File: config.mk
export PLATFORM = sky130hd
export DESIGN_NAME = dual_timer_counter_regs
export DESIGN_NICKNAME = d
export VERILOG_FILES = /design/src/logic/timer_pkg.sv /design/src/logic/dual_timer_counter_regs.sv
export SDC_FILE = /design/constraint.sdc
export NUM_CORES = 1
export LEC_CHECK = 0
export BUFFER_PORTS_ARGS = -buffer_cell sky130_fd_sc_hd__buf_2
export CORE_MARGIN = 2
export CORE_UTILIZATION = 53
export DETAILED_ROUTE_END_ITERATION = 12
export HOLD_SLACK_MARGIN = 0.15
export PLACE_DENSITY = 0.73
export SYNTH_ARGS = -nofsm -noshare
export SYNTH_HDL_FRONTEND = slang
export SYNTH_SLANG_ARGS = --single-unit
File: constraint.sdc
create_clock -name sys_clk -period 3 [get_ports sys_clk]
set_clock_uncertainty 0.1 [all_clocks]
set_input_delay 0.45 -clock sys_clk [delete_from_list [all_inputs] [get_ports sys_clk]]
set_output_delay 0.45 -clock sys_clk [all_outputs]
set_load 0.005 [all_outputs]
File: src/logic/timer_pkg.sv
package timer_pkg;
    // --------------------------------------------------------------
    // Register addresses and pages
    // --------------------------------------------------------------
    localparam logic [7:0] ADDR_RUN_CTRL  = 8'h88;
    localparam logic [7:0] ADDR_MODE_SEL  = 8'h89;
    localparam logic [7:0] ADDR_T0_LOW    = 8'h8A;
    localparam logic [7:0] ADDR_T1_LOW    = 8'h8B;
    localparam logic [7:0] ADDR_T0_HIGH   = 8'h8C;
    localparam logic [7:0] ADDR_T1_HIGH   = 8'h8D;
    localparam logic [7:0] ADDR_AUX_CKO   = 8'hA3;
    localparam logic [7:0] ADDR_AUX_PAGED = 8'hA4;
    localparam logic [3:0] PAGE_PIN0      = 4'h0;
    localparam logic [3:0] PAGE_PIN1      = 4'h1;
    localparam logic [3:0] PAGE_GATE      = 4'h6;
    localparam logic [7:0] REG_RESET      = 8'h00;
    // --------------------------------------------------------------
    // Field positions
    // --------------------------------------------------------------
    localparam int RC_TF1 = 7;
    localparam int RC_TR1 = 6;
    localparam int RC_TF0 = 5;
    localparam int RC_TR0 = 4;
    localparam int MS_TMR1_GATE_ENABLE = 7;
    localparam int MS_T1CT   = 6;
    localparam int MS_T1MODE = 4;
    localparam int MS_TMR0_GATE_ENABLE = 3;
    localparam int MS_T0CT   = 2;
    localparam int MS_T0MODE = 0;
    localparam int CK_TMR1_FAST_CLOCK_SELECT  = 3;
    localparam int CK_TMR0_FAST_CLOCK_SELECT  = 2;
    localparam int CK_TMR1_CLOCK_OUT_ENABLE = 1;
    localparam int CK_TMR0_CLOCK_OUT_ENABLE = 0;
    localparam int P0_T0PS   = 6;
    localparam int P0_TMR0_PRESCALE_EXTEND   = 0;
    localparam int P1_T1PS   = 4;
    localparam int GS_TMR1_GATE_EXTRA_SELECT   = 5;
    localparam int GS_TMR0_GATE_EXTRA_SELECT   = 4;
    // Readable bits of the auxiliary registers
    localparam logic [7:0] AUX_CKO_MASK  = 8'h0F;
    localparam logic [7:0] AUX_PIN0_MASK = 8'hC1;
    localparam logic [7:0] AUX_PIN1_MASK = 8'h30;
    localparam logic [7:0] AUX_GATE_MASK = 8'h30;
    // --------------------------------------------------------------
    // Modes and prescaler counts
    // --------------------------------------------------------------
    localparam logic [1:0] MODE_PWM    = 2'b00;
    localparam logic [1:0] MODE_16BIT  = 2'b01;
    localparam logic [1:0] MODE_RELOAD = 2'b10;
    localparam logic [1:0] MODE_SPLIT  = 2'b11;
    localparam logic [3:0] PRE12_LAST  = 4'hB;
    localparam logic [1:0] PRE48_LAST  = 2'h3;
    localparam logic [3:0] PRE192_LAST = 4'hF;
endpackage

File: src/logic/dual_timer_counter_regs.sv
`timescale 1ns/1ps
`default_nettype none
// Behaviour
// - Overflow flag set by overflow/software, cleared by software/vector
// - Timer counts only while run bit set
// - Timer 1 gate needs level input and run
// - Timer 1 modes: PWM, 16-bit, reload, stopped
// - Timer 0 modes: PWM, 16-bit, reload
// - Timer 0 mode 3 splits into two bytes
// - Timer 0 gate source select pair
// - Timer 1 gate source select pair
// - Timer 1 clock source from two bits
// - Timer 0 clock source from three bits
// - Async sources synchronised, edges counted
// - Clock-output enable drives generated clock pin
// - Timer 0 pin location select
// - Timer 1 pin location select
// - Address 0xA4 decodes by page
// - Falling input edge increments one cycle later
// - Reload mode reloads low from high byte
// - Split high byte uses timer 1 run/flag
// - Clock-out: reload, 50% duty, no flag
module dual_timer_counter_regs
    import timer_pkg::*;
(
    input  wire logic       sys_clk,
    input  wire logic       rst,
    input  wire logic       ce,
    input  wire logic [7:0] sfr_addr,
    input  wire logic [3:0] sfr_page,
    input  wire logic       sfr_wr,
    input  wire logic       sfr_rd,
    input  wire logic [7:0] sfr_wdata,
    output logic      [7:0] sfr_rdata,
    input  wire logic       tmr0_irq_ack,
    input  wire logic       tmr1_irq_ack,
    input  wire logic       ext_irq0_input,
    input  wire logic       ext_irq1_input,
    input  wire logic       tmr2_overflow_flag,
    input  wire logic       tmr3_overflow_flag,
    input  wire logic       keypad_interrupt,
    input  wire logic       serial1_transmit_flag,
    input  wire logic       internal_low_speed_osc,
    input  wire logic       watchdog_prescaler_tap,
    input  wire logic [3:0] tmr0_input_pin,
    input  wire logic [3:0] tmr1_input_pin,
    output logic      [3:0] tmr0_clock_out_pin,
    output logic      [3:0] tmr0_clock_out_oe,
    output logic      [3:0] tmr1_clock_out_pin,
    output logic      [3:0] tmr1_clock_out_oe,
    output logic            tmr0_pwm_out,
    output logic            tmr1_pwm_out,
    output logic            tmr0_overflow_flag,
    output logic            tmr1_overflow_flag
);
    // --------------------------------------------------------------
    // Shared arithmetic
    // --------------------------------------------------------------
    // One counting step; returns {overflow, high, low}
    function automatic logic [16:0] timer_step(input logic [1:0] mode, input logic cko,
                                               input logic tick, input logic [7:0] lo,
                                               input logic [7:0] hi);
        logic [16:0] res;
        res = {1'b0, hi, lo};
        if (tick) begin
            if (cko || mode == MODE_RELOAD) begin
                res = (lo == 8'hFF) ? {1'b1, hi, hi} : {1'b0, hi, lo + 8'h01};
            end else if (mode == MODE_16BIT) begin
                res = {({hi, lo} == 16'hFFFF), hi + {7'h00, lo == 8'hFF}, lo + 8'h01};
            end else begin
                res = {(lo == 8'hFF), hi, lo + 8'h01};
            end
        end
        return res;
    endfunction

    // --------------------------------------------------------------
    // Registers
    // --------------------------------------------------------------
    logic [7:0] run_ctrl_reg, mode_sel_reg, aux_cko_reg;
    logic [7:0] aux_pin0_reg, aux_pin1_reg, aux_gate_reg;
    logic [7:0] t0_lo_reg, t0_hi_reg, t1_lo_reg, t1_hi_reg;
    logic [7:0] rdata_reg;
    logic       wr_rc, wr_ms, wr_t0l, wr_t0h, wr_t1l, wr_t1h;
    logic       wr_cko, wr_pin0, wr_pin1, wr_gate;

    // Address decode; paged address resolves by page, the rest on every page
    assign wr_rc   = sfr_wr && sfr_addr == ADDR_RUN_CTRL;
    assign wr_ms   = sfr_wr && sfr_addr == ADDR_MODE_SEL;
    assign wr_t0l  = sfr_wr && sfr_addr == ADDR_T0_LOW;
    assign wr_t0h  = sfr_wr && sfr_addr == ADDR_T0_HIGH;
    assign wr_t1l  = sfr_wr && sfr_addr == ADDR_T1_LOW;
    assign wr_t1h  = sfr_wr && sfr_addr == ADDR_T1_HIGH;
    assign wr_cko  = sfr_wr && sfr_addr == ADDR_AUX_CKO;
    assign wr_pin0 = sfr_wr && sfr_addr == ADDR_AUX_PAGED && sfr_page == PAGE_PIN0;
    assign wr_pin1 = sfr_wr && sfr_addr == ADDR_AUX_PAGED && sfr_page == PAGE_PIN1;
    assign wr_gate = sfr_wr && sfr_addr == ADDR_AUX_PAGED && sfr_page == PAGE_GATE;

    // Field views
    logic [1:0] t0_mode, t1_mode, t0_loc, t1_loc, t0_gsel, t1_gsel;
    logic [2:0] t0_csel;
    logic [1:0] t1_csel;
    logic       t0_cko, t1_cko, t0_split;
    assign t0_mode  = mode_sel_reg[MS_T0MODE +: 2];
    assign t1_mode  = mode_sel_reg[MS_T1MODE +: 2];
    assign t0_loc   = aux_pin0_reg[P0_T0PS +: 2];
    assign t1_loc   = aux_pin1_reg[P1_T1PS +: 2];
    assign t0_gsel  = {aux_gate_reg[GS_TMR0_GATE_EXTRA_SELECT], mode_sel_reg[MS_TMR0_GATE_ENABLE]};
    assign t1_gsel  = {aux_gate_reg[GS_TMR1_GATE_EXTRA_SELECT], mode_sel_reg[MS_TMR1_GATE_ENABLE]};
    assign t0_csel  = {aux_pin0_reg[P0_TMR0_PRESCALE_EXTEND], aux_cko_reg[CK_TMR0_FAST_CLOCK_SELECT], mode_sel_reg[MS_T0CT]};
    assign t1_csel  = {aux_cko_reg[CK_TMR1_FAST_CLOCK_SELECT], mode_sel_reg[MS_T1CT]};
    assign t0_cko   = aux_cko_reg[CK_TMR0_CLOCK_OUT_ENABLE];
    assign t1_cko   = aux_cko_reg[CK_TMR1_CLOCK_OUT_ENABLE];
    assign t0_split = t0_mode == MODE_SPLIT && !t0_cko;

    // Plain configuration registers; unused aux bits are not kept
    always_ff @(posedge sys_clk) begin
        if (rst) begin
            mode_sel_reg <= REG_RESET;
            aux_cko_reg  <= REG_RESET;
            aux_pin0_reg <= REG_RESET;
            aux_pin1_reg <= REG_RESET;
            aux_gate_reg <= REG_RESET;
        end else if (ce) begin
            if (wr_ms)   mode_sel_reg <= sfr_wdata;
            if (wr_cko)  aux_cko_reg  <= sfr_wdata & AUX_CKO_MASK;
            if (wr_pin0) aux_pin0_reg <= sfr_wdata & AUX_PIN0_MASK;
            if (wr_pin1) aux_pin1_reg <= sfr_wdata & AUX_PIN1_MASK;
            if (wr_gate) aux_gate_reg <= sfr_wdata & AUX_GATE_MASK;
        end
    end

    // --------------------------------------------------------------
    // Prescalers and asynchronous sources
    // --------------------------------------------------------------
    logic [3:0] pre12_cnt, pre192_cnt;
    logic [1:0] pre48_cnt;
    logic       tick12, tick48, tick192;
    assign tick12  = pre12_cnt == PRE12_LAST;
    assign tick48  = tick12 && pre48_cnt == PRE48_LAST;
    assign tick192 = tick48 && pre192_cnt[1:0] == PRE48_LAST && pre192_cnt == PRE192_LAST;

    // Free-running dividers; /192 is /12 then /16
    always_ff @(posedge sys_clk) begin
        if (rst) begin
            pre12_cnt  <= 4'h0;
            pre48_cnt  <= 2'h0;
            pre192_cnt <= 4'h0;
        end else if (ce) begin
            pre12_cnt <= tick12 ? 4'h0 : pre12_cnt + 4'h1;
            if (tick12) begin
                pre48_cnt  <= pre48_cnt + 2'h1;
                pre192_cnt <= pre192_cnt + 4'h1;
            end
        end
    end

    // Two-flop synchronisers, a third stage for the edge, then a
    // registered edge pulse so the count moves one cycle after detection.
    // Sources must stay below half the clock rate or edges are lost.
    logic [2:0] pin0_sync, pin1_sync, osc_sync;
    logic       pin0_fall_reg, pin1_fall_reg, osc_fall_reg;
    always_ff @(posedge sys_clk) begin
        if (rst) begin
            pin0_sync     <= 3'h0;
            pin1_sync     <= 3'h0;
            osc_sync      <= 3'h0;
            pin0_fall_reg <= 1'b0;
            pin1_fall_reg <= 1'b0;
            osc_fall_reg  <= 1'b0;
        end else if (ce) begin
            pin0_sync     <= {pin0_sync[1:0], tmr0_input_pin[t0_loc]};
            pin1_sync     <= {pin1_sync[1:0], tmr1_input_pin[t1_loc]};
            osc_sync      <= {osc_sync[1:0], internal_low_speed_osc};
            pin0_fall_reg <= pin0_sync[2] && !pin0_sync[1];
            pin1_fall_reg <= pin1_sync[2] && !pin1_sync[1];
            osc_fall_reg  <= osc_sync[2] && !osc_sync[1];
        end
    end

    // --------------------------------------------------------------
    // Clock selection, gating and counting
    // --------------------------------------------------------------
    logic        t0_src, t1_src, t0_gate_ok, t1_gate_ok;
    logic        t0_tick, t1_tick, t0h_tick;
    logic [16:0] t0_nx, t1_nx;
    logic [8:0]  t0h_nx;
    logic        t0_ovf, t1_ovf, t0h_ovf, t1_ovf_evt;

    always_comb begin
        case (t0_csel)
            3'b000:  t0_src = tick12;
            3'b001:  t0_src = pin0_fall_reg;
            3'b010:  t0_src = 1'b1;
            3'b011:  t0_src = osc_fall_reg;
            3'b100:  t0_src = tick48;
            3'b101:  t0_src = watchdog_prescaler_tap;
            3'b110:  t0_src = tick192;
            default: t0_src = t1_ovf_evt;
        endcase
        case (t1_csel)
            2'b00:   t1_src = tick12;
            2'b01:   t1_src = pin1_fall_reg;
            2'b10:   t1_src = 1'b1;
            default: t1_src = tick48;
        endcase
        case (t0_gsel)
            2'b00:   t0_gate_ok = 1'b1;
            2'b01:   t0_gate_ok = ext_irq0_input;
            2'b10:   t0_gate_ok = tmr2_overflow_flag;
            default: t0_gate_ok = keypad_interrupt;
        endcase
        case (t1_gsel)
            2'b00:   t1_gate_ok = 1'b1;
            2'b01:   t1_gate_ok = ext_irq1_input;
            2'b10:   t1_gate_ok = tmr3_overflow_flag;
            default: t1_gate_ok = serial1_transmit_flag;
        endcase
    end

    assign t0_tick = run_ctrl_reg[RC_TR0] && t0_gate_ok && t0_src;
    // Timer 1 mode 3 holds the count as a cleared run bit would, unless timer 1 clock-out is enabled
    assign t1_tick = run_ctrl_reg[RC_TR1] && t1_gate_ok && t1_src
                     && (t1_mode != MODE_SPLIT || t1_cko);
    // Split high byte: internal clock only, under the timer 1 run bit
    assign t0h_tick = t0_split && run_ctrl_reg[RC_TR1]
                      && (aux_cko_reg[CK_TMR0_FAST_CLOCK_SELECT] || tick12);
    assign t0_nx  = timer_step(t0_split ? MODE_PWM : t0_mode, t0_cko, t0_tick,
                               t0_lo_reg, t0_hi_reg);
    assign t1_nx  = timer_step(t1_mode, t1_cko, t1_tick, t1_lo_reg, t1_hi_reg);
    assign t0h_nx = {1'b0, t0_hi_reg} + {8'h00, t0h_tick};
    assign t0_ovf = t0_nx[16];
    assign t1_ovf = t1_nx[16];
    assign t0h_ovf = t0h_nx[8];
    assign t1_ovf_evt = t1_ovf;

    // Count registers; a software write wins over counting
    always_ff @(posedge sys_clk) begin
        if (rst) begin
            t0_lo_reg <= REG_RESET;
            t0_hi_reg <= REG_RESET;
            t1_lo_reg <= REG_RESET;
            t1_hi_reg <= REG_RESET;
        end else if (ce) begin
            t0_lo_reg <= wr_t0l ? sfr_wdata : t0_nx[7:0];
            t0_hi_reg <= wr_t0h ? sfr_wdata : (t0_split ? t0h_nx[7:0] : t0_nx[15:8]);
            t1_lo_reg <= wr_t1l ? sfr_wdata : t1_nx[7:0];
            t1_hi_reg <= wr_t1h ? sfr_wdata : t1_nx[15:8];
        end
    end

    // --------------------------------------------------------------
    // Run control and overflow flags
    // --------------------------------------------------------------
    logic t0_flag_set, t1_flag_set;
    // Clock-out rollovers never raise a flag, so no interrupt follows
    assign t0_flag_set = t0_ovf && !t0_cko;
    assign t1_flag_set = t0_split ? t0h_ovf : (t1_ovf && !t1_cko);

    // Hardware set beats a software or vector clear in the same cycle
    always_ff @(posedge sys_clk) begin
        if (rst) begin
            run_ctrl_reg <= REG_RESET;
        end else if (ce) begin
            if (wr_rc) begin
                run_ctrl_reg <= sfr_wdata;
            end
            if (t1_flag_set) begin
                run_ctrl_reg[RC_TF1] <= 1'b1;
            end else if (!wr_rc && tmr1_irq_ack) begin
                run_ctrl_reg[RC_TF1] <= 1'b0;
            end
            if (t0_flag_set) begin
                run_ctrl_reg[RC_TF0] <= 1'b1;
            end else if (!wr_rc && tmr0_irq_ack) begin
                run_ctrl_reg[RC_TF0] <= 1'b0;
            end
        end
    end

    // --------------------------------------------------------------
    // Clock out, PWM and read data
    // --------------------------------------------------------------
    logic       t0_cko_reg, t1_cko_reg, t0_pwm_reg, t1_pwm_reg;
    logic [3:0] t0_pin_reg, t0_oe_reg, t1_pin_reg, t1_oe_reg;

    // Toggle per overflow gives a 50% duty clock at half the overflow rate
    always_ff @(posedge sys_clk) begin
        if (rst) begin
            t0_cko_reg <= 1'b0;
            t1_cko_reg <= 1'b0;
        end else if (ce) begin
            if (t0_cko && t0_ovf) t0_cko_reg <= !t0_cko_reg;
            if (t1_cko && t1_ovf) t1_cko_reg <= !t1_cko_reg;
        end
    end

    // Routed pins are registered; one cycle behind the toggle flop
    always_ff @(posedge sys_clk) begin
        if (rst) begin
            t0_pin_reg <= 4'h0;
            t0_oe_reg  <= 4'h0;
            t1_pin_reg <= 4'h0;
            t1_oe_reg  <= 4'h0;
        end else if (ce) begin
            t0_oe_reg  <= {3'h0, t0_cko} << t0_loc;
            t0_pin_reg <= {3'h0, t0_cko && t0_cko_reg} << t0_loc;
            t1_oe_reg  <= {3'h0, t1_cko} << t1_loc;
            t1_pin_reg <= {3'h0, t1_cko && t1_cko_reg} << t1_loc;
        end
    end

    // PWM compare, only meaningful in mode 0
    always_ff @(posedge sys_clk) begin
        if (rst) begin
            t0_pwm_reg <= 1'b0;
            t1_pwm_reg <= 1'b0;
        end else if (ce) begin
            t0_pwm_reg <= t0_mode == MODE_PWM && !t0_cko && t0_lo_reg >= t0_hi_reg;
            t1_pwm_reg <= t1_mode == MODE_PWM && !t1_cko && t1_lo_reg >= t1_hi_reg;
        end
    end

    // Read data registered one cycle after the strobe; unmapped reads 0
    always_ff @(posedge sys_clk) begin
        if (rst) begin
            rdata_reg <= REG_RESET;
        end else if (ce && sfr_rd) begin
            case (sfr_addr)
                ADDR_RUN_CTRL: rdata_reg <= run_ctrl_reg;
                ADDR_MODE_SEL: rdata_reg <= mode_sel_reg;
                ADDR_T0_LOW:   rdata_reg <= t0_lo_reg;
                ADDR_T0_HIGH:  rdata_reg <= t0_hi_reg;
                ADDR_T1_LOW:   rdata_reg <= t1_lo_reg;
                ADDR_T1_HIGH:  rdata_reg <= t1_hi_reg;
                ADDR_AUX_CKO:  rdata_reg <= aux_cko_reg;
                ADDR_AUX_PAGED: begin
                    case (sfr_page)
                        PAGE_PIN0: rdata_reg <= aux_pin0_reg;
                        PAGE_PIN1: rdata_reg <= aux_pin1_reg;
                        PAGE_GATE: rdata_reg <= aux_gate_reg;
                        default:   rdata_reg <= REG_RESET;
                    endcase
                end
                default: rdata_reg <= REG_RESET;
            endcase
        end
    end

    assign sfr_rdata          = rdata_reg;
    assign tmr0_clock_out_pin = t0_pin_reg;
    assign tmr0_clock_out_oe  = t0_oe_reg;
    assign tmr1_clock_out_pin = t1_pin_reg;
    assign tmr1_clock_out_oe  = t1_oe_reg;
    assign tmr0_pwm_out       = t0_pwm_reg;
    assign tmr1_pwm_out       = t1_pwm_reg;
    assign tmr0_overflow_flag = run_ctrl_reg[RC_TF0];
    assign tmr1_overflow_flag = run_ctrl_reg[RC_TF1];
endmodule
`default_nettype wire

# Word-level counts from Yosys, hierarchy flattened

Index checks and enable logic that the tools add are counted.

Add/subtract/negate cells: 8
Magnitude comparators: 4
Equal/unequal tests: 38
Shift operators: 4
Mux-type cells: 31
Reduce and logical (&&, ||, !) cells: 80

Operators with widths:

| cell                                                 | number |
|---|---|
| two-way mux 17 bit                                   | 8 |
| equality test 8 bit (second input constant)          | 10 |
| one-hot mux 8 bit (8 select lines)                   | 1 |
| two-way mux 8 bit                                    | 6 |
| logical AND 1 bit                                    | 38 |
| equality test 16 bit (second input constant)         | 2 |
| AND reduction 2 bit                                  | 13 |
| one-hot mux 8 bit (3 select lines)                   | 1 |
| adder 8 x 1 -> 8 bit                                 | 2 |
| adder 8 x 1 -> 8 bit (second input constant)         | 2 |
| equality test 2 bit (second input constant)          | 8 |
| greater-or-equal comparator 8 bit                    | 2 |
| << shifter 1 x 2 -> 4 bit                            | 4 |
| nonzero test 3 bit                                   | 4 |
| equality test 2 x 1 -> 1 bit (second input constant) | 5 |
| zero test 2 bit                                      | 5 |
| adder 8 x 1 -> 9 bit                                 | 1 |
| equality test 3 bit (second input constant)          | 3 |
| one-hot mux 1 bit (3 select lines)                   | 3 |
| adder 4 x 1 -> 4 bit (second input constant)         | 2 |
| equality test 4 bit (second input constant)          | 2 |
| zero test 1 bit                                      | 8 |
| AND reduction 4 bit                                  | 2 |
| nonzero test 2 bit                                   | 4 |
| other kinds (16)                                     | 29 |

Flip-flop bits (word level): 109
Output and inout port bits: 28
Word-level logic and storage cells: 195

# Longest topological paths before layout

Gate-level depths: netlist (run 1).

Depth after elaboration: 12
Mapped depth: 14
Mapped depth without buffers: 14

# Worst setup path before layout (run 1)

No wires, ideal clock.

Path kind: input-to-reg
Start point: in sfr_addr[4]
End point: reg t0_lo_reg[6]
Setup time: 0.103 ns
Data arrival time: 2.254 ns
Data required time: 2.797 ns
Slack: 0.543 ns
Cell stages on the path: 8
Buffers on the path: 1
Cell sequence: or3b_4 nor4_4 and2_1 buf_4 and3_1 a21oi_1 and3_1 a2111oi_2

Word-level cells in the longest chain between the ends: 4
Elaborated cells on any way between the ends: 5

Ends and longest elaborated chain:

| element                              | RTL line                       | text |
|---|---|---|
| start: declaration                   | dual_timer_counter_regs.sv:29  | `input wire logic [7:0] sfr_addr,` |
| equality test 8 bit (*)              | dual_timer_counter_regs.sv:90  | `assign wr_t0l = sfr_wr && sfr_addr == ADDR_T0_LOW;` |
| logical AND 1 bit (*)                | dual_timer_counter_regs.sv:90  |  |
| nonzero test 2 bit (no source line)  | n/a                            |  |
| AND reduction 2 bit (no source line) | n/a                            |  |
| end signal: assignment               | dual_timer_counter_regs.sv:245 | `t0_lo_reg <= wr_t0l ? sfr_wdata : t0_nx[7:0];` |
| end: declaration                     | dual_timer_counter_regs.sv:82  | `logic [7:0] t0_lo_reg, t0_hi_reg, t1_lo_reg, t1_hi_reg;` |

Every way passes the cells marked *; elsewhere a longest branch is shown, timed or not.
A chain may end at the register's enable or synchronous reset.

# Final worst setup path (run 1)

Start point: reg t1_lo_reg[0]
End point: reg t0_lo_reg[1]

Word-level cells in the longest chain between the ends: 8
Elaborated cells on any way between the ends: 10

Ends and longest elaborated chain:

| element                                                     | RTL line                                                                                    | text |
|---|---|---|
| start: declaration                                          | dual_timer_counter_regs.sv:82                                                               |  |
| start signal: assignment                                    | dual_timer_counter_regs.sv:247                                                              | `t1_lo_reg <= wr_t1l ? sfr_wdata : t1_nx[7:0];` |
| equality test 16 bit or equality test 8 bit (tied branches) | dual_timer_counter_regs.sv:69, dual_timer_counter_regs.sv:67, dual_timer_counter_regs.sv:71 |  |
| two-way mux 17 bit, on equally long branches                | dual_timer_counter_regs.sv:68, dual_timer_counter_regs.sv:67                                |  |
| two-way mux 17 bit (*)                                      | dual_timer_counter_regs.sv:66                                                               | `if (cko \|\| mode == MODE_RELOAD) begin` |
| two-way mux 17 bit (*)                                      | dual_timer_counter_regs.sv:65                                                               | `if (tick) begin` |
| one-hot mux 1 bit (7 select lines) (*)                      | dual_timer_counter_regs.sv:191                                                              | `case (t0_csel)` |
| logical AND 1 bit (*)                                       | dual_timer_counter_regs.sv:221                                                              | `assign t0_tick = run_ctrl_reg[RC_TR0] && t0_gate_ok && t0_src;` |
| nonzero test 2 bit (no source line) (*)                     | n/a                                                                                         |  |
| AND reduction 2 bit (no source line) (*)                    | n/a                                                                                         |  |

Every way passes the cells marked *; elsewhere a longest branch is shown, timed or not. The select of a mux whose other input is x is not followed.

==> summary.txt, run 1 <==
Outcome
  – Outcome: finished, final reports clean

Global routing
  – Met2 GRT Util: 52.4%
  – First-pass GRT wire length: 33600 um
  – Gr ovfl total: 0
  – Total GRT Usage: 32.6%
  – Vias in the first global route: 6235
  – Global Route met1 Usage: 42.3%
  – Largest net degree at the start of global routing: 51
  – M3 GR Usage: 7.37%
  – Initial antenna violation count: 0
  – Global route hottest layer: met2

Cells and area
  – Antenna diodes: 0
  – Most frequent cells in the layout: 109 x nor2_1, 109 x dfxtp_1, 89 x nand2_1
  – Area Growth Syn to Fin: 14.2%
  – Layout cells sized above 1: 15.9%
  – Final nets: 969
  – Fillers: 1123
  – Register Area: 0.00218 sq mm
  – Area of the multi-input gates: 0.00414 sq mm

Logic synthesis
  – Register bit count reported by yosys: 109
  – Mapped Nets: 907
  – EDFF count, synth: 0
  – Synth Cell Area: 0.00665 sq mm
  – Synth warnings: 0
  – Post-synthesis sequential area ratio: 32.8%
  – Main synth FF type: dfxtp_1
  – Cells after Synth: 837
  – Synth async-reset ratio: 0%
  – Post-Syn Area per Cell: 7.94 sq um
  – Synth cell types: 72

STA
  – Period utilization: 95.4%
  – Max Clk Rate: 349 MHz
  – Slew HR: 26.6%
  – Worst Tran Pin Value: 1090 ps
  – RSZ-0062 raised after global routing: false
  – Final Setup Violations: 0
  – Setup TNS: 0 ps
  – Max-slew violation count: 0
  – Post-route minimum period: 2860 ps
  – Hold Violations, Final: 0

Drt
  – Router iterations before antenna repair: 6
  – Drt initial violations: 799
  – Post-route ant nets: 0
  – WL final: 21500 um
  – Post-DR vias/cell: 6.23
  – DR WL/cell: 20.1 um
  – Drc violations: 0
  – Routed vias: 6675

Placement
  – Post-DP HPWL: 15600 um
  – I/O Buffers: 70
  – RePlAce Congestion: 0.957

Critical path
  – Worst Path Max Fanout: 11
  – Crit-path leading delay family: simple AND/OR/NAND/NOR gates
  – R2R depth: 8
  – Critical path cell sequence: ha_1 -> nand3_1 -> or4b_4 -> nor4_4 -> o21a_2 -> o21a_1 -> mux2i_1 -> nor2_1
  – Crit end category: flop
  – Worst path buffer plus inverter count: 0
  – Worst R2R Setup Slack: 140 ps
  – Worst path required time: 3130 ps
  – Max stage delay on crit path: 510 ps
  – Setup crit start kind: flop
  – Crit path DAT: 2990 ps
  – R2R Path End: t0_lo_reg[1]
  – Setup CP Type: flop to flop
  – Crit-path slowest cell: or4b_4
  – Worst r2r src: t1_lo_reg[0]

Clocking
  – Clk Latency, worst-skew pair: 360 ps
  – # hold bufs at CTS: 0
  – H-tree levels: 3
  – Num CTS Buffers: 9
  – Root Buffer: clkbuf_16
  – CTS tree: yes
  – Reg clk slew, reported paths: 80 ps
  – Clock sinks: 109
  – CTS Buffer Depth: 2

Worst hold path
  – Hold EP: osc_sync[0]
  – Min-Delay Path Depth: 3
  – Hold Crit Class: primary input to flop
  – Min-Delay Startpoint: internal_low_speed_osc

Run
  – Maximum Capacitance Violations: 0

Die
  – Die Ht: 116 um
  – Die W: 116 um
  – Die area: 0.0135 sq mm
  – Starting density of the core: 54.9%
  – Row Count: 40
  – Core area: 0.0121 sq mm
  – Top-level port count: 71

Power and ir drop
  – Leak pwr: 2.91 nW
  – PD cells: 388 mW/mm^2
  – Pwr Total: 2.95 mW
  – Maximum vdd drop: 0.347 mV
## area by class of cell
type / instances / share of cell area, %
Sequential cell: 109 / 28.7
Timing Repair Buffer: 110 / 8.57
Clock inverter: 7 / 1.40
Multi-Input combinational cell: 647 / 54.5
Tap cell: 168 / 2.77
Clock buffer: 9 / 2.96
Inverter: 22 / 1.09
## synthesized netlist by cell type, drive strengths merged (14+ instances only)
library cell,number,area share (%)
dfxtp,109,33
nor2b,15,1.4
a22oi,23,2.6
nand4,23,2.3
o21ai,34,2.6
a211oi,14,1.6
nand2,90,5.2
mux2i,46,6.9
a21oi,67,5.1
inv,21,1.2
ha,27,5.1
nand3,33,2.5
clkbuf,48,2.7
nor2,109,6.2
## tightest hold or removal path, stage by stage
cell     delay, ps
buf_2           70
mux2i_1         50
nor2_1          80
## kinds of logic after synthesis
family	Yosys count	share of synthesized area [%]
buffers and inverters	81	4.97
adders and majority gates	27	5.08
AOI/OAI and AO/OA	207	20.7
xor gates and xnor gates	22	2.90
muxes	48	7.60
DFF	109	32.8
and+or+nand+nor	343	26.0
## per-stage QoR
step	util (%)	area, sq um	instances	setup WS, ps	hold WS, ps
2_1_floorplan	-	6650	837	543	340
3_3_place_gp	59.9	7250	1055	287	348
3_5_place_dp	59.9	7250	1055	222	351
4_1_cts	62.6	7590	1071	193	228
5_1_grt	62.7	7600	1072	18.7	255
6_report	62.7	7600	1072	138	235
## layer usage
metal  vias to the layer above  share of wire [%]
met4                         0                3.6
met1                      3135                 41
met5                         -                  0
met3                        63                8.7
met2                       323                 47
li1                       3154                  -
## how the worst max path moves through the flow
stage	cells past startpoint	to	from
global route	8	t0_lo_reg[1]	t1_lo_reg[1]
finish	8	t0_lo_reg[1]	t1_lo_reg[0]
detailed placement	8	t0_lo_reg[1]	t1_lo_reg[0]
CTS	8	t0_lo_reg[1]	t1_lo_reg[0]
floorplan	8	t0_lo_reg[6]	sfr_addr[4]
global placement	8	t0_lo_reg[1]	t1_lo_reg[0]
## report_power, final
| group | internal (mW) | switching, mW |
|---|---|---|
| Clock | 0.680 | 0.626 |
| Sequential | 1.45 | 0.00614 |
| Combinational | 0.0561 | 0.125 |
## what timing repair did
action                     4_1_cts  5_1_grt
setup endpoints to repair        0        1
buffers inserted                 0        1
gates resized for setup          0        1
Note: power is estimated with default switching activity, not from simulation.
==> run 2: changes to the inputs <==
--- a/config.mk
+++ b/config.mk
@@ -7,10 +7,12 @@
 export LEC_CHECK = 0
 export BUFFER_PORTS_ARGS = -buffer_cell sky130_fd_sc_hd__buf_2
 export CORE_MARGIN = 2
-export CORE_UTILIZATION = 53
+export CORE_UTILIZATION = 60
+export CTS_BUF_LIST = sky130_fd_sc_hd__clkbuf_8
+export CTS_CLUSTER_SIZE = 12
 export DETAILED_ROUTE_END_ITERATION = 12
 export HOLD_SLACK_MARGIN = 0.15
-export PLACE_DENSITY = 0.73
+export PLACE_DENSITY = 0.81
 export SYNTH_ARGS = -nofsm -noshare
 export SYNTH_HDL_FRONTEND = slang
 export SYNTH_SLANG_ARGS = --single-unit
==> run 2 against run 1 <==
  * Sequential power about the same
  * Clock-buffer cell count unchanged
  * Worst hold slack got worse by 28 ps
  * Fmax increased by 3.2%
  * Sequential share of layout area increased by 0.67 points
  * Register-to-register slack improved by 90 ps
==> summary.txt, run 2 (same netlist as run 1, synthesis figures left out) <==
Outcome
  – Outcome: finished, final reports clean

Placement
  – RePlAce Congestion: 1.02 (+6.4%)
  – I/O Buffers: 70 (unchanged)
  – Dpl ws: 268 ps (+46.2 ps)
  – Post-DP HPWL: 15700 um (+0.53%)

Clocking
  – Post-CTS Repair Setup Buffers: 0 (unchanged)
  – Post-cts sizing count: 0 (unchanged)
  – CTS tree: yes
  – # hold bufs at CTS: 0 (unchanged)
  – Num CTS Buffers: 9 (unchanged)
  – CTS Buffer Depth: 2 (unchanged)
  – Root Buffer: clkbuf_8
  – Clk Latency, worst-skew pair: 400 ps (+40 ps)
  – Reg clk slew, reported paths: 100 ps (+20 ps)
  – H-tree levels: 3 (unchanged)
  – Clock sinks: 109 (unchanged)

Die
  – Top-level port count: 71 (unchanged)
  – Row Count: 38 (-5.0%)
  – Die Ht: 109 um (-5.8%)
  – Die area: 0.0119 sq mm (-11%)
  – Die W: 109 um (-5.8%)
  – Core area: 0.0108 sq mm (-10%)
  – Starting density of the core: 61.3% (+6.4 points)

Critical path
  – Critical Path Start: t1_lo_reg[0]
  – Setup CP Type: flop to flop
  – Worst path required time: 3230 ps (+100 ps)
  – Worst Path Max Fanout: 7 (-4)
  – Worst R2R Setup Slack: 230 ps (+90 ps)
  – Setup crit start kind: flop
  – R2R Path End: t0_hi_reg[5]
  – Crit path to: t0_hi_reg[5]
  – Crit path DAT: 3000 ps (about the same)
  – Crit end category: flop
  – Worst r2r src: t1_lo_reg[0]
  – R2R depth: 9 (+1)

Worst hold path
  – Hold Crit Class: primary input to flop
  – Min-Delay Startpoint: internal_low_speed_osc

Cells and area
  – Layout cells sized above 1: 15.6% (-0.37 points)
  – Final nets: 965 (-0.41%)
  – Fillers: 931 (-17%)
  – Antenna diodes: 0 (unchanged)
  – Most frequent cells in the layout: 109 x nor2_1, 109 x dfxtp_1, 89 x nand2_1
  – Final Core Density: 68.5% (+5.8 points)
  – Area Growth Syn to Fin: 11.6%

STA
  – Max-slew violation count: 0 (unchanged)
  – Slew HR: 26.0% (-0.61 points)
  – Worst Tran Pin Value: 1100 ps (+9.11 ps)
  – Final Setup Violations: 0 (unchanged)
  – Max Clk Rate: 360 MHz (+3.2%)
  – Setup TNS: 0 ps (unchanged)
  – Period utilization: 92.5% (-2.9 points)
  – Final worst-path setup slack: 226 ps (+87.9 ps)
  – Hold Violations, Final: 0 (unchanged)
  – Post-route minimum period: 2770 ps (-87.9 ps)
  – RSZ-0062 raised after global routing: false

Drt
  – WL final: 21600 um (+0.33%)
  – Post-route ant nets: 0 (unchanged)
  – Drt initial violations: 715 (-11%)
  – Router iterations before antenna repair: 8 (+2)
  – Routed vias: 6770 (+1.4%)
  – Post-DR vias/cell: 6.51 (+4.5%)
  – Drc violations: 0 (unchanged)
  – DR WL/cell: 20.7 um (+3.4%)

Run
  – Maximum Capacitance Violations: 0 (unchanged)

Power and ir drop
  – Leak pwr: 2.84 nW (-2.3%)
  – Pwr Total: 2.61 mW (-11%)
  – Maximum vdd drop: 0.448 mV (+29%)
  – PD cells: 352 mW/mm^2 (-9.3%)

Global routing
  – Largest net degree at the start of global routing: 93 (+82%)
  – First-pass GRT wire length: 33100 um (-1.5%)
  – Total GRT Usage: 36.7% (+4.1 points)
  – Initial antenna violation count: 0 (unchanged)
  – Vias in the first global route: 6242 (+0.11%)
  – Gr ovfl total: 0 (unchanged)
-- run 2: how the worst min path moves through the flow --
stage	to	cells past startpoint	slack [ps]
2_1_floorplan	pre48_cnt[1]	2	340
3_3_place_gp	pre48_cnt[1]	2	340
3_5_place_dp	tmr1_clock_out_pin[1]	2	350
4_1_cts	osc_sync[0]	3	200
5_1_grt	osc_sync[0]	3	230
6_report	osc_sync[0]	3	210
-- run 2: routing by layer --
metal / share of wire, % / track usage [%]
met1: 41 / 46.9
met2: 45 / 58.1
met3: 9.7 / 9.62
met4: 4.2 / 16.3
met5: 0 / 0
-- run 2: metrics by stage --
step	cell area, sq um	cells	hold WS [ps]
floorplan	6650	837	340
global placement	7210	1024	345
detailed placement	7210	1024	350
CTS	7420	1040	200
global route	7420	1040	233
finish	7420	1040	207
-- run 2: power by group --
| group | switching (mW) | internal [mW] | total (mW) |
|---|---|---|---|
| clock network | 0.563 | 0.407 | 0.970 |
| registers | 0.00616 | 1.46 | 1.46 |
| logic | 0.124 | 0.0560 | 0.180 |
| total | 0.694 | 1.92 | 2.61 |
-- run 2: cell type report --
class                           count  area (sq um)  area share (%)
Multi-Input combinational cell    647          4140            55.7
Sequential cell                   109          2180            29.4
Timing Repair Buffer              106           633            8.53
Tap cell                          140           175            2.36
Clock buffer                        9           124            1.67
Clock inverter                      7          88.8            1.20
Inverter                           22          82.6            1.11
-- run 2: critical path, cell delays in order (launching register included) --
cell and delay (ps):
dfxtp_1 460, ha_1 270, nand3_1 130, or4b_4 510
nor4_4 250, o211ai_2 140, a21oi_2 390, buf_4 220
o21ai_0 80, a21oi_1 160
==> run 3: changes to the inputs <==
==> constraint.sdc (replaced) <==
create_clock -name sys_clk -period 3.4 [get_ports sys_clk]
set_clock_uncertainty 0.1 [all_clocks]
set_input_delay 0.51 -clock sys_clk [delete_from_list [all_inputs] [get_ports sys_clk]]
set_output_delay 0.51 -clock sys_clk [all_outputs]
set_load 0.005 [all_outputs]
==> run 3 against run 2 <==
  * Critical endpoint is now t0_hi_reg[0]
  * First-iteration DRC count shrank 7.0%
  * Highest routed layer unchanged
  * Global-route usage fell by 0.066 points
  * Non-clock buffer count is 21 lower
  * Core utilization decreased by 1.7 points
==> summary.txt, run 3 (same netlist as run 1, synthesis figures left out) <==
Clocking
  – CTS Buffer Depth: 2 (unchanged)
  – Clock sinks: 109 (unchanged)
  – H-tree levels: 3 (unchanged)
  – Post-CTS Repair Setup Buffers: 0 (unchanged)
  – Num CTS Buffers: 9 (unchanged)
  – Clk Latency, worst-skew pair: 400 ps (about the same)
  – Reg clk slew, reported paths: 110 ps (about the same)
  – Post-cts sizing count: 0 (unchanged)
  – CTS tree: yes
  – Root Buffer: clkbuf_8
  – # hold bufs at CTS: 0 (unchanged)

Global routing
  – First-pass GRT wire length: 33200 um (+0.31%)
  – Gr ovfl total: 0 (unchanged)
  – Largest net degree at the start of global routing: 93 (unchanged)
  – Total GRT Usage: 36.6% (-0.066 points)
  – Vias in the first global route: 6204 (-0.61%)
  – Initial antenna violation count: 0 (unchanged)

Power and ir drop
  – Reg power frac: 57.5% (+1.5 points)
  – Switching share of power: 27.9% (+1.3 points)
  – Clock power frac: 35.4% (-1.7 points)
  – Internal Power: 1.62 mW (-16%)
  – Gate power share: 7.0% (about the same)
  – Leak pwr: 2.71 nW (-4.4%)
  – PD cells: 310 mW/mm^2 (-12%)
  – Sw power: 626 uW (-9.8%)
  – Maximum vdd drop: 0.353 mV (-21%)
  – Pwr Total: 2.24 mW (-14%)

Die
  – Starting density of the core: 61.3% (unchanged)
  – Die W: 109 um (unchanged)
  – Die area: 0.0119 sq mm (unchanged)
  – Core area: 0.0108 sq mm (unchanged)
  – Row Count: 38 (unchanged)
  – Top-level port count: 71 (unchanged)
  – Die Ht: 109 um (unchanged)

Critical path
  – Setup crit start kind: flop
  – Crit end category: flop
  – Worst R2R Setup Slack: 350 ps (+120 ps)
  – Worst r2r src: t1_lo_reg[0]
  – Critical Path Start: t1_lo_reg[0]
  – Worst Path Max Fanout: 11 (+4)
  – R2R Path End: t0_hi_reg[0]
  – Crit path DAT: 3270 ps (+270 ps)
  – R2R depth: 8 (-1)
  – Crit path to: t0_hi_reg[0]
  – Setup CP Type: flop to flop
  – Worst path required time: 3610 ps (+380 ps)

STA
  – Period utilization: 89.8% (-2.7 points)
  – Final Setup Violations: 0 (unchanged)
  – Post-route minimum period: 3050 ps (+279 ps)
  – Max Clk Rate: 328 MHz (-9.1%)
  – Slew HR: 33.5% (+7.5 points)
  – Worst Tran Pin Value: 998 ps (-100 ps)
  – Max-slew violation count: 0 (unchanged)
  – Final worst-path setup slack: 347 ps (+121 ps)
  – RSZ-0062 raised after global routing: false
  – Hold Violations, Final: 0 (unchanged)
  – Setup TNS: 0 ps (unchanged)

Placement
  – RePlAce Congestion: 1.02 (+0.37%)
  – Dpl ws: 432 ps (+164 ps)
  – Post-DP HPWL: 15200 um (-2.9%)
  – Dpl cells: 1003 (-2.1%)
  – I/O Buffers: 70 (unchanged)

Cells and area
  – Most frequent cells in the layout: 109 x nor2_1, 109 x dfxtp_1, 89 x nand2_1
  – Fillers: 968 (+4.0%)
  – Register Area: 0.00218 sq mm (unchanged)
  – Area of the multi-input gates: 0.00414 sq mm (about the same)
  – Area Growth Syn to Fin: 8.86%
  – Final nets: 944 (-2.2%)
  – Fin cells: 1018 (-2.1%)
  – Layout cells sized above 1: 13.3% (-2.2 points)
  – Antenna diodes: 0 (unchanged)

Drt
  – Drt initial violations: 665 (-7.0%)
  – Post-route ant nets: 0 (unchanged)
  – Routed vias: 6731 (-0.58%)
  – DR WL/cell: 21.2 um (+2.3%)
  – Drc violations: 0 (unchanged)
  – Post-DR vias/cell: 6.61 (+1.6%)
  – WL final: 21600 um (+0.10%)
  – Router iterations before antenna repair: 8 (unchanged)

Run
  – Maximum Capacitance Violations: 0 (unchanged)

Outcome
  – Outcome: finished, final reports clean

Worst hold path
  – Hold Crit Class: primary input to flop
==> run 3: changes by cell type in the layout (fill, tap and decap cells not counted) <==
cell / previous run / this run
o21a_2: 2 / 1
buf_4: 35 / 14
inv_6: 3 / 4
bufinv_16: 1 / 0
clkinv_2: 1 / 0
o21a_1: 4 / 5
==> run 3: power groups by stage <==
| stage | Clock (mW) | Combinational [mW] | Sequential (mW) |
|---|---|---|---|
| 2_1_floorplan | 0 | 0.0822 | 1.32 |
| 3_3_place_gp | 0 | 0.150 | 1.32 |
| 3_5_place_dp | 0 | 0.154 | 1.32 |
| 4_1_cts | 0.804 | 0.154 | 1.29 |
| 5_1_grt | 0.843 | 0.167 | 1.29 |
| 6_report | 0.795 | 0.158 | 1.29 |
==> run 3: area by class of cell <==
cell class,count,area share [%]
repair buffers,85,6.57
clock buffers,9,1.71
flip-flops and latches,109,30.1
multi-input cells,647,57.1
well taps,140,2.42
inverters,22,1.14
clock inverters,6,0.864
==> run 3: worst min path at each step <==
stage / from / to / cells past startpoint / slack [ps]
after CTS: internal_low_speed_osc / osc_sync[0] / 3 / 230
after global routing: internal_low_speed_osc / osc_sync[0] / 3 / 230
after detailed placement: tmr1_clock_out_pin[1] / tmr1_clock_out_pin[1] / 2 / 350
after floorplan: pre48_cnt[1] / pre48_cnt[1] / 2 / 340
final: internal_low_speed_osc / osc_sync[0] / 3 / 240
after global placement: tmr0_clock_out_oe[1] / tmr0_clock_out_oe[1] / 2 / 350
==> run 3: worst max-delay path, cell delays in order (launching register included) <==
cell,delay [ps]
dfxtp_1,440
ha_1,270
nand3_1,130
or4b_4,520
nor4_4,250
o211ai_2,230
a21oi_2,550
nand2_4,140
o32ai_2,320
==> run 3: metrics by stage <==
stage	area (sq um)	utilization (%)	hold WS [ps]
4_1_cts	7240	66.8	226
3_3_place_gp	7050	65.1	347
2_1_floorplan	6650	-	340
3_5_place_dp	7050	65.1	349
6_report	7240	66.8	243
5_1_grt	7240	66.8	230
==> run 3: metal layers <==
layer	vias to the layer above	wire (um)	global-route usage, %
li1	3103	-	-
met1	3182	8910	48.1
met2	378	9900	57.8
met3	68	1960	7.83
met4	0	819	16.2
met5	-	0	0
